`src/core/timer0_pkg.sv`:
```
// Overview of operation
// RQ1: control register A sits at data offset 0x44, I/O offset 0x24, resets 0x00.
// RQ2: bits 7:6 channel A mode, 5:4 channel B mode, 1:0 waveform low bits.
// RQ3: nonzero channel A mode hands the pin to compare_out_a; direction bit enables driver. Code keeps port data for 01 in PWM without bit2.
// RQ4: non-PWM channel A: 00 off, 01 toggle, 10 clear, 11 set on match.
// RQ5: fast PWM channel A: 10 non-inverting, 11 inverting, 01 toggles only with bit2.
// RQ6: fast PWM channel A with compare at TOP ignores match, keeps BOTTOM action.
// RQ7: phase correct channel A: 10 clear up/set down, 11 opposite, 01 toggle with bit2.
// RQ8: phase correct channel A with compare at TOP ignores match, acts at TOP.
// RQ9: nonzero channel B mode hands the pin to compare_out_b; direction bit enables driver. Code keeps port data for 01 in PWM modes.
// RQ10: non-PWM channel B: 00 off, 01 toggle, 10 clear, 11 set on match.
// RQ11: fast PWM channel B: 01 reserved, 10 non-inverting, 11 inverting.
// RQ12: fast PWM channel B with compare at TOP ignores match, acts at TOP.
// RQ13: phase correct channel B: 01 reserved, 10 clear up/set down, 11 opposite.
// RQ14: phase correct channel B with compare at TOP skips match, acts at TOP.
// RQ15: waveform mode is bit2 from control B plus two low bits here.
// RQ16: mode map: normal, phase, clear-on-match, fast, reserved, phase, reserved, fast.
// RQ17: compare update and overflow flag moment depend on waveform mode.
// RQ18: phase correct modes count up to TOP then down to BOTTOM.
// RQ19: software avoids reserved waveform modes and channel B code 01 in PWM.
package timer0_pkg;

  // ------------------------------------------------------------
  // register map
  // ------------------------------------------------------------
  localparam logic [7:0] CTRL_A_DATA_OFFSET = 8'h44;
  localparam logic [7:0] CTRL_A_IO_OFFSET = 8'h24;
  localparam logic [7:0] CTRL_A_RESET = 8'h00;
  localparam logic [7:0] CTRL_A_WRITE_MASK = 8'hF3;

  // ------------------------------------------------------------
  // field positions
  // ------------------------------------------------------------
  localparam int CHAN_A_MODE_POS = 6;
  localparam int CHAN_B_MODE_POS = 4;
  localparam int WAVE_LOW_POS = 0;

  // ------------------------------------------------------------
  // counter limits and reset values
  // ------------------------------------------------------------
  localparam logic [7:0] COUNT_MAX = 8'hFF;
  localparam logic [7:0] COUNT_BOTTOM = 8'h00;
  localparam logic [7:0] COMPARE_RESET = 8'h00;

  // ------------------------------------------------------------
  // waveform modes
  // ------------------------------------------------------------
  localparam logic [2:0] WAVE_NORMAL = 3'h0;
  localparam logic [2:0] WAVE_PHASE_MAX = 3'h1;
  localparam logic [2:0] WAVE_MATCH_CLR = 3'h2;
  localparam logic [2:0] WAVE_FAST_MAX = 3'h3;
  localparam logic [2:0] WAVE_RSVD_4 = 3'h4;
  localparam logic [2:0] WAVE_PHASE_CMP = 3'h5;
  localparam logic [2:0] WAVE_RSVD_6 = 3'h6;
  localparam logic [2:0] WAVE_FAST_CMP = 3'h7;

  // ------------------------------------------------------------
  // output mode codes
  // ------------------------------------------------------------
  localparam logic [1:0] OUT_OFF = 2'h0;
  localparam logic [1:0] OUT_TOGGLE = 2'h1;
  localparam logic [1:0] OUT_CLEAR = 2'h2;
  localparam logic [1:0] OUT_SET = 2'h3;

endpackage : timer0_pkg

```
`src/core/timer0_waveform_mode_control.sv`:
```
`timescale 1ns/100ps
module timer0_waveform_mode_control (
  input wire logic clock,
  input wire logic rst,
  input wire logic io_space,
  input wire logic [7:0] reg_addr,
  input wire logic reg_wr,
  input wire logic reg_rd,
  input wire logic [7:0] reg_wdata,
  output logic [7:0] reg_rdata,
  input wire logic timer_tick,
  input wire logic waveform_mode_bit2,
  input wire logic [7:0] compare_value_a,
  input wire logic [7:0] compare_value_b,
  input wire logic port_direction_bit_a,
  input wire logic port_direction_bit_b,
  input wire logic port_data_a,
  input wire logic port_data_b,
  output logic pin_a_out,
  output logic pin_a_oe_n,
  output logic pin_b_out,
  output logic pin_b_oe_n,
  output logic compare_out_a,
  output logic compare_out_b,
  output logic [7:0] count_value,
  output logic count_down,
  output logic overflow_flag
);
  import timer0_pkg::*;

  // ------------------------------------------------------------
  // register access
  // ------------------------------------------------------------
  logic [7:0] ctrl_a_r;
  logic hit;

  assign hit = io_space ? (reg_addr == CTRL_A_IO_OFFSET) :
               (reg_addr == CTRL_A_DATA_OFFSET); // RQ1

  always_ff @(posedge clock) begin
    if (rst) begin
      ctrl_a_r <= CTRL_A_RESET; // RQ1
    end else if (reg_wr && hit) begin
      ctrl_a_r <= reg_wdata & CTRL_A_WRITE_MASK; // RQ2
    end
  end

  always_ff @(posedge clock) begin
    if (rst) begin
      reg_rdata <= 8'h00;
    end else if (reg_rd && hit) begin
      reg_rdata <= ctrl_a_r;
    end else if (reg_rd) begin
      reg_rdata <= 8'h00;
    end
  end

  // ------------------------------------------------------------
  // mode decode
  // ------------------------------------------------------------
  logic [2:0] wave_mode;
  logic is_fast;
  logic is_phase;
  logic immediate_upd;
  logic top_from_cmp;

  assign wave_mode = {waveform_mode_bit2, ctrl_a_r[WAVE_LOW_POS +: 2]}; // RQ15
  assign is_fast = (wave_mode == WAVE_FAST_MAX) || (wave_mode == WAVE_FAST_CMP); // RQ16
  assign is_phase = (wave_mode == WAVE_PHASE_MAX) || (wave_mode == WAVE_PHASE_CMP); // RQ16
  assign immediate_upd = !is_fast && !is_phase; // RQ17
  assign top_from_cmp = (wave_mode == WAVE_MATCH_CLR) || (wave_mode == WAVE_PHASE_CMP) ||
                        (wave_mode == WAVE_FAST_CMP); // RQ16

  // ------------------------------------------------------------
  // compare buffers
  // ------------------------------------------------------------
  logic [7:0] cmp_in [2];
  logic [7:0] cmp_act_r [2];
  logic [7:0] cnt_r;
  logic up_r;
  logic [7:0] top;
  logic at_top;
  logic cmp_upd;

  assign cmp_in[0] = compare_value_a;
  assign cmp_in[1] = compare_value_b;
  assign top = top_from_cmp ? cmp_act_r[0] : COUNT_MAX; // RQ16
  assign at_top = (cnt_r == top);
  assign cmp_upd = immediate_upd || (timer_tick && at_top && (is_fast || (is_phase && up_r))); // RQ17

  // ------------------------------------------------------------
  // counter
  // ------------------------------------------------------------
  always_ff @(posedge clock) begin
    if (rst) begin
      cnt_r <= COUNT_BOTTOM;
    end else if (timer_tick) begin
      if (is_phase) begin
        if (up_r) begin
          cnt_r <= at_top ? cnt_r - 8'h01 : cnt_r + 8'h01; // RQ18
        end else begin
          cnt_r <= (cnt_r == COUNT_BOTTOM) ? cnt_r + 8'h01 : cnt_r - 8'h01; // RQ18
        end
      end else if (at_top) begin
        cnt_r <= COUNT_BOTTOM; // RQ16
      end else begin
        cnt_r <= cnt_r + 8'h01;
      end
    end
  end

  always_ff @(posedge clock) begin
    if (rst) begin
      up_r <= 1'b1;
    end else if (!is_phase) begin
      up_r <= 1'b1;
    end else if (timer_tick && up_r && at_top) begin
      up_r <= 1'b0; // RQ18
    end else if (timer_tick && !up_r && (cnt_r == COUNT_BOTTOM)) begin
      up_r <= 1'b1; // RQ18
    end
  end

  // ------------------------------------------------------------
  // overflow flag
  // ------------------------------------------------------------
  always_ff @(posedge clock) begin
    if (rst) begin
      overflow_flag <= 1'b0;
    end else if (!timer_tick) begin
      overflow_flag <= 1'b0;
    end else if (is_phase) begin
      overflow_flag <= !up_r && (cnt_r == COUNT_BOTTOM); // RQ17
    end else if (wave_mode == WAVE_FAST_CMP) begin
      overflow_flag <= at_top; // RQ17
    end else begin
      overflow_flag <= (cnt_r == COUNT_MAX); // RQ17
    end
  end

  assign count_value = cnt_r;
  assign count_down = !up_r;

  // ------------------------------------------------------------
  // compare channels
  // ------------------------------------------------------------
  logic oc_r [2];
  logic link [2];
  logic pdir [2];
  logic pdat [2];
  logic pin_out_r [2];
  logic pin_oe_n_r [2];

  assign pdir[0] = port_direction_bit_a;
  assign pdir[1] = port_direction_bit_b;
  assign pdat[0] = port_data_a;
  assign pdat[1] = port_data_b;

  genvar ch;
  generate
    for (ch = 0; ch < 2; ch++) begin : g_chan
      logic [1:0] com;
      logic toggle_ok;
      logic match;
      logic cmp_is_top;

      assign com = ctrl_a_r[(ch == 0 ? CHAN_A_MODE_POS : CHAN_B_MODE_POS) +: 2]; // RQ2
      assign toggle_ok = (ch == 0) && waveform_mode_bit2; // RQ5 RQ7 RQ11 RQ13
      assign match = (cnt_r == cmp_act_r[ch]);
      assign cmp_is_top = (cmp_act_r[ch] == top);
      assign link[ch] = (com != OUT_OFF) &&
                        !((is_fast || is_phase) && (com == OUT_TOGGLE) && !toggle_ok); // RQ3 RQ9

      always_ff @(posedge clock) begin
        if (rst) begin
          cmp_act_r[ch] <= COMPARE_RESET;
        end else if (cmp_upd) begin
          cmp_act_r[ch] <= cmp_in[ch]; // RQ17
        end
      end

      always_ff @(posedge clock) begin
        if (rst) begin
          oc_r[ch] <= 1'b0;
        end else if (timer_tick) begin
          if (is_fast) begin
            if (com[1]) begin
              if (at_top) begin
                oc_r[ch] <= !com[0]; // RQ5 RQ6 RQ11 RQ12
              end else if (match && !cmp_is_top) begin
                oc_r[ch] <= com[0]; // RQ5 RQ11
              end
            end else if (com == OUT_TOGGLE && toggle_ok && match) begin
              oc_r[ch] <= !oc_r[ch]; // RQ5
            end
          end else if (is_phase) begin
            if (com[1]) begin
              if (cmp_is_top) begin
                if (at_top) begin
                  oc_r[ch] <= !com[0]; // RQ8 RQ14
                end
              end else if (match) begin
                oc_r[ch] <= up_r ? com[0] : !com[0]; // RQ7 RQ13
              end
            end else if (com == OUT_TOGGLE && toggle_ok && match) begin
              oc_r[ch] <= !oc_r[ch]; // RQ7
            end
          end else if (match) begin
            case (com)
              OUT_TOGGLE: oc_r[ch] <= !oc_r[ch]; // RQ4 RQ10
              OUT_CLEAR: oc_r[ch] <= 1'b0; // RQ4 RQ10
              OUT_SET: oc_r[ch] <= 1'b1; // RQ4 RQ10
              default: oc_r[ch] <= oc_r[ch];
            endcase
          end
        end
      end

      always_ff @(posedge clock) begin
        if (rst) begin
          pin_out_r[ch] <= 1'b0;
          pin_oe_n_r[ch] <= 1'b1;
        end else begin
          pin_out_r[ch] <= link[ch] ? oc_r[ch] : pdat[ch]; // RQ3 RQ9
          pin_oe_n_r[ch] <= !pdir[ch]; // RQ3 RQ9
        end
      end
    end
  endgenerate

  assign compare_out_a = oc_r[0];
  assign compare_out_b = oc_r[1];
  assign pin_a_out = pin_out_r[0];
  assign pin_a_oe_n = pin_oe_n_r[0];
  assign pin_b_out = pin_out_r[1];
  assign pin_b_oe_n = pin_oe_n_r[1];

endmodule : timer0_waveform_mode_control

```
`config.mk`:
```
export PLATFORM = sky130hd
export DESIGN_NAME = timer0_waveform_mode_control
export DESIGN_NICKNAME = d
export VERILOG_FILES = /design/src/core/timer0_pkg.sv /design/src/core/timer0_waveform_mode_control.sv
export SDC_FILE = /design/constraint.sdc
export NUM_CORES = 1
export LEC_CHECK = 0
export CAP_MARGIN = 20
export CORE_MARGIN = 1.5
export CORE_UTILIZATION = 35
export DETAILED_ROUTE_END_ITERATION = 16
export DONT_BUFFER_PORTS = 1
export PLACE_DENSITY_LB_ADDON = 0.15
export SETUP_SLACK_MARGIN = 0.15
export SLEW_MARGIN = 20
export SYNTH_ARGS = -nofsm -noshare
export SYNTH_HDL_FRONTEND = slang
export SYNTH_SLANG_ARGS = --single-unit
```
`constraint.sdc`:
```
create_clock -name clock -period 5.7 [get_ports clock]
set_input_delay 0.855 -clock clock [delete_from_list [all_inputs] [get_ports clock]]
set_output_delay 0.855 -clock clock [all_outputs]
set_load 0.1 [all_outputs]
```
* Word level (Yosys, flattened, before mapping)
Memories as Yosys holds them, arrays and structs flattened.
Index checks and enable logic that the tools add are counted.
** Storage, ports and cells
- Register bits after elaboration :: 24
- Bits in writable memories :: 22
- Input port bits :: 43
- Logic and storage cells :: 275
- Memories :: 4
** Memories
- cmp_act_r :: words 2, width 8, read ports 2, clocked after memory_dff 0, write ports 2, line timer0_waveform_mode_control.sv:78 : logic [7:0] cmp_act_r [2];
- oc_r :: words 2, width 1, read ports 2, clocked after memory_dff 0, write ports 2, line timer0_waveform_mode_control.sv:147 : logic oc_r [2];
- pin_oe_n_r :: words 2, width 1, read ports 2, clocked after memory_dff 0, write ports 2, line timer0_waveform_mode_control.sv:152 : logic pin_oe_n_r [2];
- pin_out_r :: words 2, width 1, read ports 2, clocked after memory_dff 0, write ports 2, line timer0_waveform_mode_control.sv:151 : logic pin_out_r [2];
** Cells by class
- Add/sub/neg operators :: 2
- Equality and inequality tests :: 19
- Mux-type cells :: 169
- Bitwise gates (word level) :: 26
- Reduce and logical (&&, ||, !) cells :: 50
** Operators with widths (number)
- 2-to-1 mux 1 bit :: 159
- 2-to-1 mux 8 bit :: 10
- equality test 8 bit :: 5
- bitwise OR 1 bit :: 24
- logical AND 1 bit :: 20
- logical NOT 1 bit :: 14
- adder 8 x 1 -> 8 bit, second input constant :: 1
- equality test 2 bit, second input constant :: 4
- equality test 8 x 6 -> 1 bit, second input constant :: 1
- equality test 8 x 7 -> 1 bit, second input constant :: 1
- equality test 8 bit, second input constant :: 1
- logical NOT 8 bit :: 1
- nonzero test 2 bit :: 4
- subtractor 8 x 1 -> 8 bit, second input constant :: 1
- logical OR 1 bit :: 7
- equality test 3 x 2 -> 1 bit, second input constant :: 2
- equality test 3 bit, second input constant :: 2
- OR reduction 3 bit :: 2
- equality test 2 x 1 -> 1 bit, second input constant :: 2
- OR reduction 2 bit :: 2
- equality test 3 x 1 -> 1 bit, second input constant :: 1
- inverter 1 bit :: 2

* Depth between registers and ports, before layout
- Word-level depth :: 23
- Depth in mapped cells :: 12
- Depth with buffers taken out :: 9

* Worst setup path before layout
OpenSTA, ideal clock, no wires.
- Kind :: register -> register
- Start point :: reg cnt_r[6], in the netlist count_value[6]
- End point :: mem oc_r[0] (data pin)
- Library setup time :: 0.268 ns
- Arrival time :: 2.934 ns
- Required time :: 5.432 ns
- Path slack :: 2.499 ns
- Stages on the path, launching flop included :: 10
- Buffers on the path :: 1
- Period minus slack after synthesis :: 3.201 ns
- Cell sequence :: dfxtp_1 buf_2 xor2_1 or3_1 or4_1 nor3_1 nand2_1 o211a_1 o32ai_1 o32ai_1
** RTL lines
- from (decl) :: line timer0_waveform_mode_control.sv:79 : logic [7:0] cnt_r;
- from (signal assigned) :: line timer0_waveform_mode_control.sv:100 : cnt_r <= at_top ? cnt_r - 8'h01 : cnt_r + 8'h01;
- from (signal assigned) :: line timer0_waveform_mode_control.sv:102 : cnt_r <= (cnt_r == COUNT_BOTTOM) ? cnt_r + 8'h01 : cnt_r - 8'h01;
- from (signal assigned) :: line timer0_waveform_mode_control.sv:107 : cnt_r <= cnt_r + 8'h01;
- to (decl) :: line timer0_waveform_mode_control.sv:147

==> results.ini <==
[run_status]
status=completed

[setup_path]
path_max_fanout=19
worst-path-buf-inv=0
slowest_delay_ns=0.72
critPathArrivalTime_ns=3.24
cp_cell_sequence=nand2_1, a2111oi_0, or3_1, o2111a_2, nand2_4, o21a_1, nand2b_1
crit_slowest_cell=dfxtp_1
worstPathRequired_ns=5.63
criticalPathCategory=flip-flop to flip-flop
end_kind=flip-flop
cp-start-kind=flip-flop
crit_family=simple AND/OR/NAND/NOR gates

[detailed_routing]
wl_per_cell_um=16.2
vias=2543
drt-total-wl_um=7260
ant_nets=0
vias_per_cell=5.66
firstDrtPassIters=4
drt_first_iter_violations=143
drcViolationCount=0

[final_layout]
n_antenna_cell=0
syn_to_final_growth_pct=5.62
drive_above_1_share=0.0727
layout.nets=389
fillers=866
finish.utilization=0.381

[clock_network]
post_cts_resized=0
clock_path_buffers=2
cts-htree-levels=2
cts.reportedPaths.clkPinSlew_ns=0.08
postCtsSetupBuffers=0
cts_sinks=44
cts_root_buffer=clkbuf_8
cts_tree=done
insertion_delay_ns=0.30
numCtsBuffers=5
cts_hold_buf=0

[timing]
tightest_slew_ns=0.971
hold-worst-slack_ns=0.532
hold_viol=0
rsz0062_at_grt=no
min_period_ns=3.31
finalSetupViolations=0
fmax_mhz=302
setup_tns_ns=0
layout_setup_ws_ns=2.39
drv_slew=0
slew_headroom=0.352
skew_ns=0.00662
period_share=0.581

[floorplan]
core_region_area_sq_mm=0.00822
fp.dieH_um=95.0
rows=33
die_w_um=95.0
initial_core_util=0.360
ios=67
die-area_sq_mm=0.00902

[synthesis]
yosysMostFrequentCell=nand2_1
synth_top_area_frac=0.183
synthCells=354
synth_cell_types=61
synth_mux_area_frac=0.0338
synth_fa_ha_area_frac=0.0127
synth_area_leaders=edfxtp_1, dfxtp_1, and2_1
synth_seq_cells=44
synth_ff_type=dfxtp_1
avgSynthCellArea_sq_um=8.36
synth_compound_gate_area_share=0.186
synth_area_sq_mm=0.00296
ys_warn_count=0
async_flop_share=0
yosysSeqAreaShare=0.358
synth_top_family_by_area=simple AND/OR/NAND/NOR gates
synth_xor_xnor_area_share=0.0503
synth_edf_count=18
synth_top_area_cell=edfxtp_1
yosys.area_share.simple=0.292
synthTopCellsByCount=nand2_1, dfxtp_1, nor2_1

[power_and_ir_drop]
power_uw=675
swShare=0.268
p_switching_uw=181
pwr-share-clk=0.353
comb_power_share=0.105
vdd_drop_max_uv=92.0
p_per_area_mw_per_mm2=216
p_seq_frac=0.542
power.leakage_nw=1.18
p_int_uw=494

[place]
dp_hpwl_um=5290
gp_congestion=0.888
io_buffers=0
dp_slack_ns=2.12

[grt]
grt.overflow.total=0
grt_usage=0.168
antenna_found_initial=0
grt_pass1_vias=2330
grt_pass1_wl_um=11800
grt_max_degree=31

[flow_run]
cap_violations=0

[min_path]
hp-class=flip-flop to flip-flop

## final cells by class
cell class	count	area [sq um]	area share
well taps	105	131	0.0420
clock inverters	2	35.0	0.0112
flip-flops and latches	44	1060	0.339
multi-input cells	270	1710	0.547
inverters	13	48.8	0.0156
clock buffers	6	72.6	0.0232
repair buffers	9	67.6	0.0216
## registers in the layout, indices dropped and copies added, names as in the netlist
name	count
cmp_act_r	16
count_value	8
ctrl_a_r	6
oc_r	2
overflow_flag	1
pin_oe_n_r	2
pin_out_r	2
reg_rdata	6
up_r	1
## worst paths after layout
path,from,endpoint,slack [ns],depth (start not counted)
max,ctrl_a_r[0]$_SDFFE_PP0P_,cmp_act_r[1][5]$_SDFFCE_PN0P_,2.39,7
min,ctrl_a_r[4]$_SDFFE_PP0P_,reg_rdata[4]$_SDFFE_PP0P_,0.53,2
max reg2reg,ctrl_a_r[0]$_SDFFE_PP0P_,cmp_act_r[1][5]$_SDFFCE_PN0P_,2.39,7
min reg2reg,ctrl_a_r[4]$_SDFFE_PP0P_,reg_rdata[4]$_SDFFE_PP0P_,0.53,2
## cell families after synthesis
group,Yosys count
AOI/OAI and AO/OA,82
xor gates and xnor gates,17
adders and majority gates,3
buffers and inverters,41
DFF,44
muxes,10
other,1
and+or+nand+nor,156
## power by group through the flow
stage / clock network, mW / logic (mW) / registers [mW]
after global placement: 0 / 0.0711 / 0.373
after detailed placement: 0 / 0.0712 / 0.373
after global routing: 0.262 / 0.0784 / 0.368
after CTS: 0.247 / 0.0717 / 0.366
final: 0.238 / 0.0712 / 0.366
after floorplan: 0 / 0.0559 / 0.379
## through the flow
step                instance area [sq um]  cells
global placement                     3020    441
CTS                                  3130    449
global route                         3130    449
floorplan                            2960    355
finish                               3130    449
detailed placement                   3020    441
## tightest hold or removal path, delay by kind of cell, from the launching register on
| family | cells | cell delay (ns) |
|---|---|---|
| AO/OA/AOI/OAI | 1 | 0.06 |
| flip-flops | 1 | 0.36 |
| AND/OR/NAND/NOR | 1 | 0.08 |
## cells in the final DEF (no fill, tap or decap), types with 13 or more instances in the layout
cell type / instances
nand2b_1: 18
inv_1: 13
a21oi_1: 21
and2_1: 18
nand2_1: 27
edfxtp_1: 18
nand3_1: 14
dfxtp_1: 26
o21ai_0: 20
nor2_1: 25
## per-layer routing
layer / up-vias / track usage / wire length [um] / share of wire
met3: 12 / 0.0515 / 593 / 0.082
li1: 1249 / - / - / -
met4: 0 / 0.0547 / 101 / 0.014
met2: 102 / 0.264 / 3250 / 0.45
met1: 1180 / 0.217 / 3310 / 0.46
met5: - / 0 / 0 / 0
No activity file was read; power rests on OpenSTA's default activity.
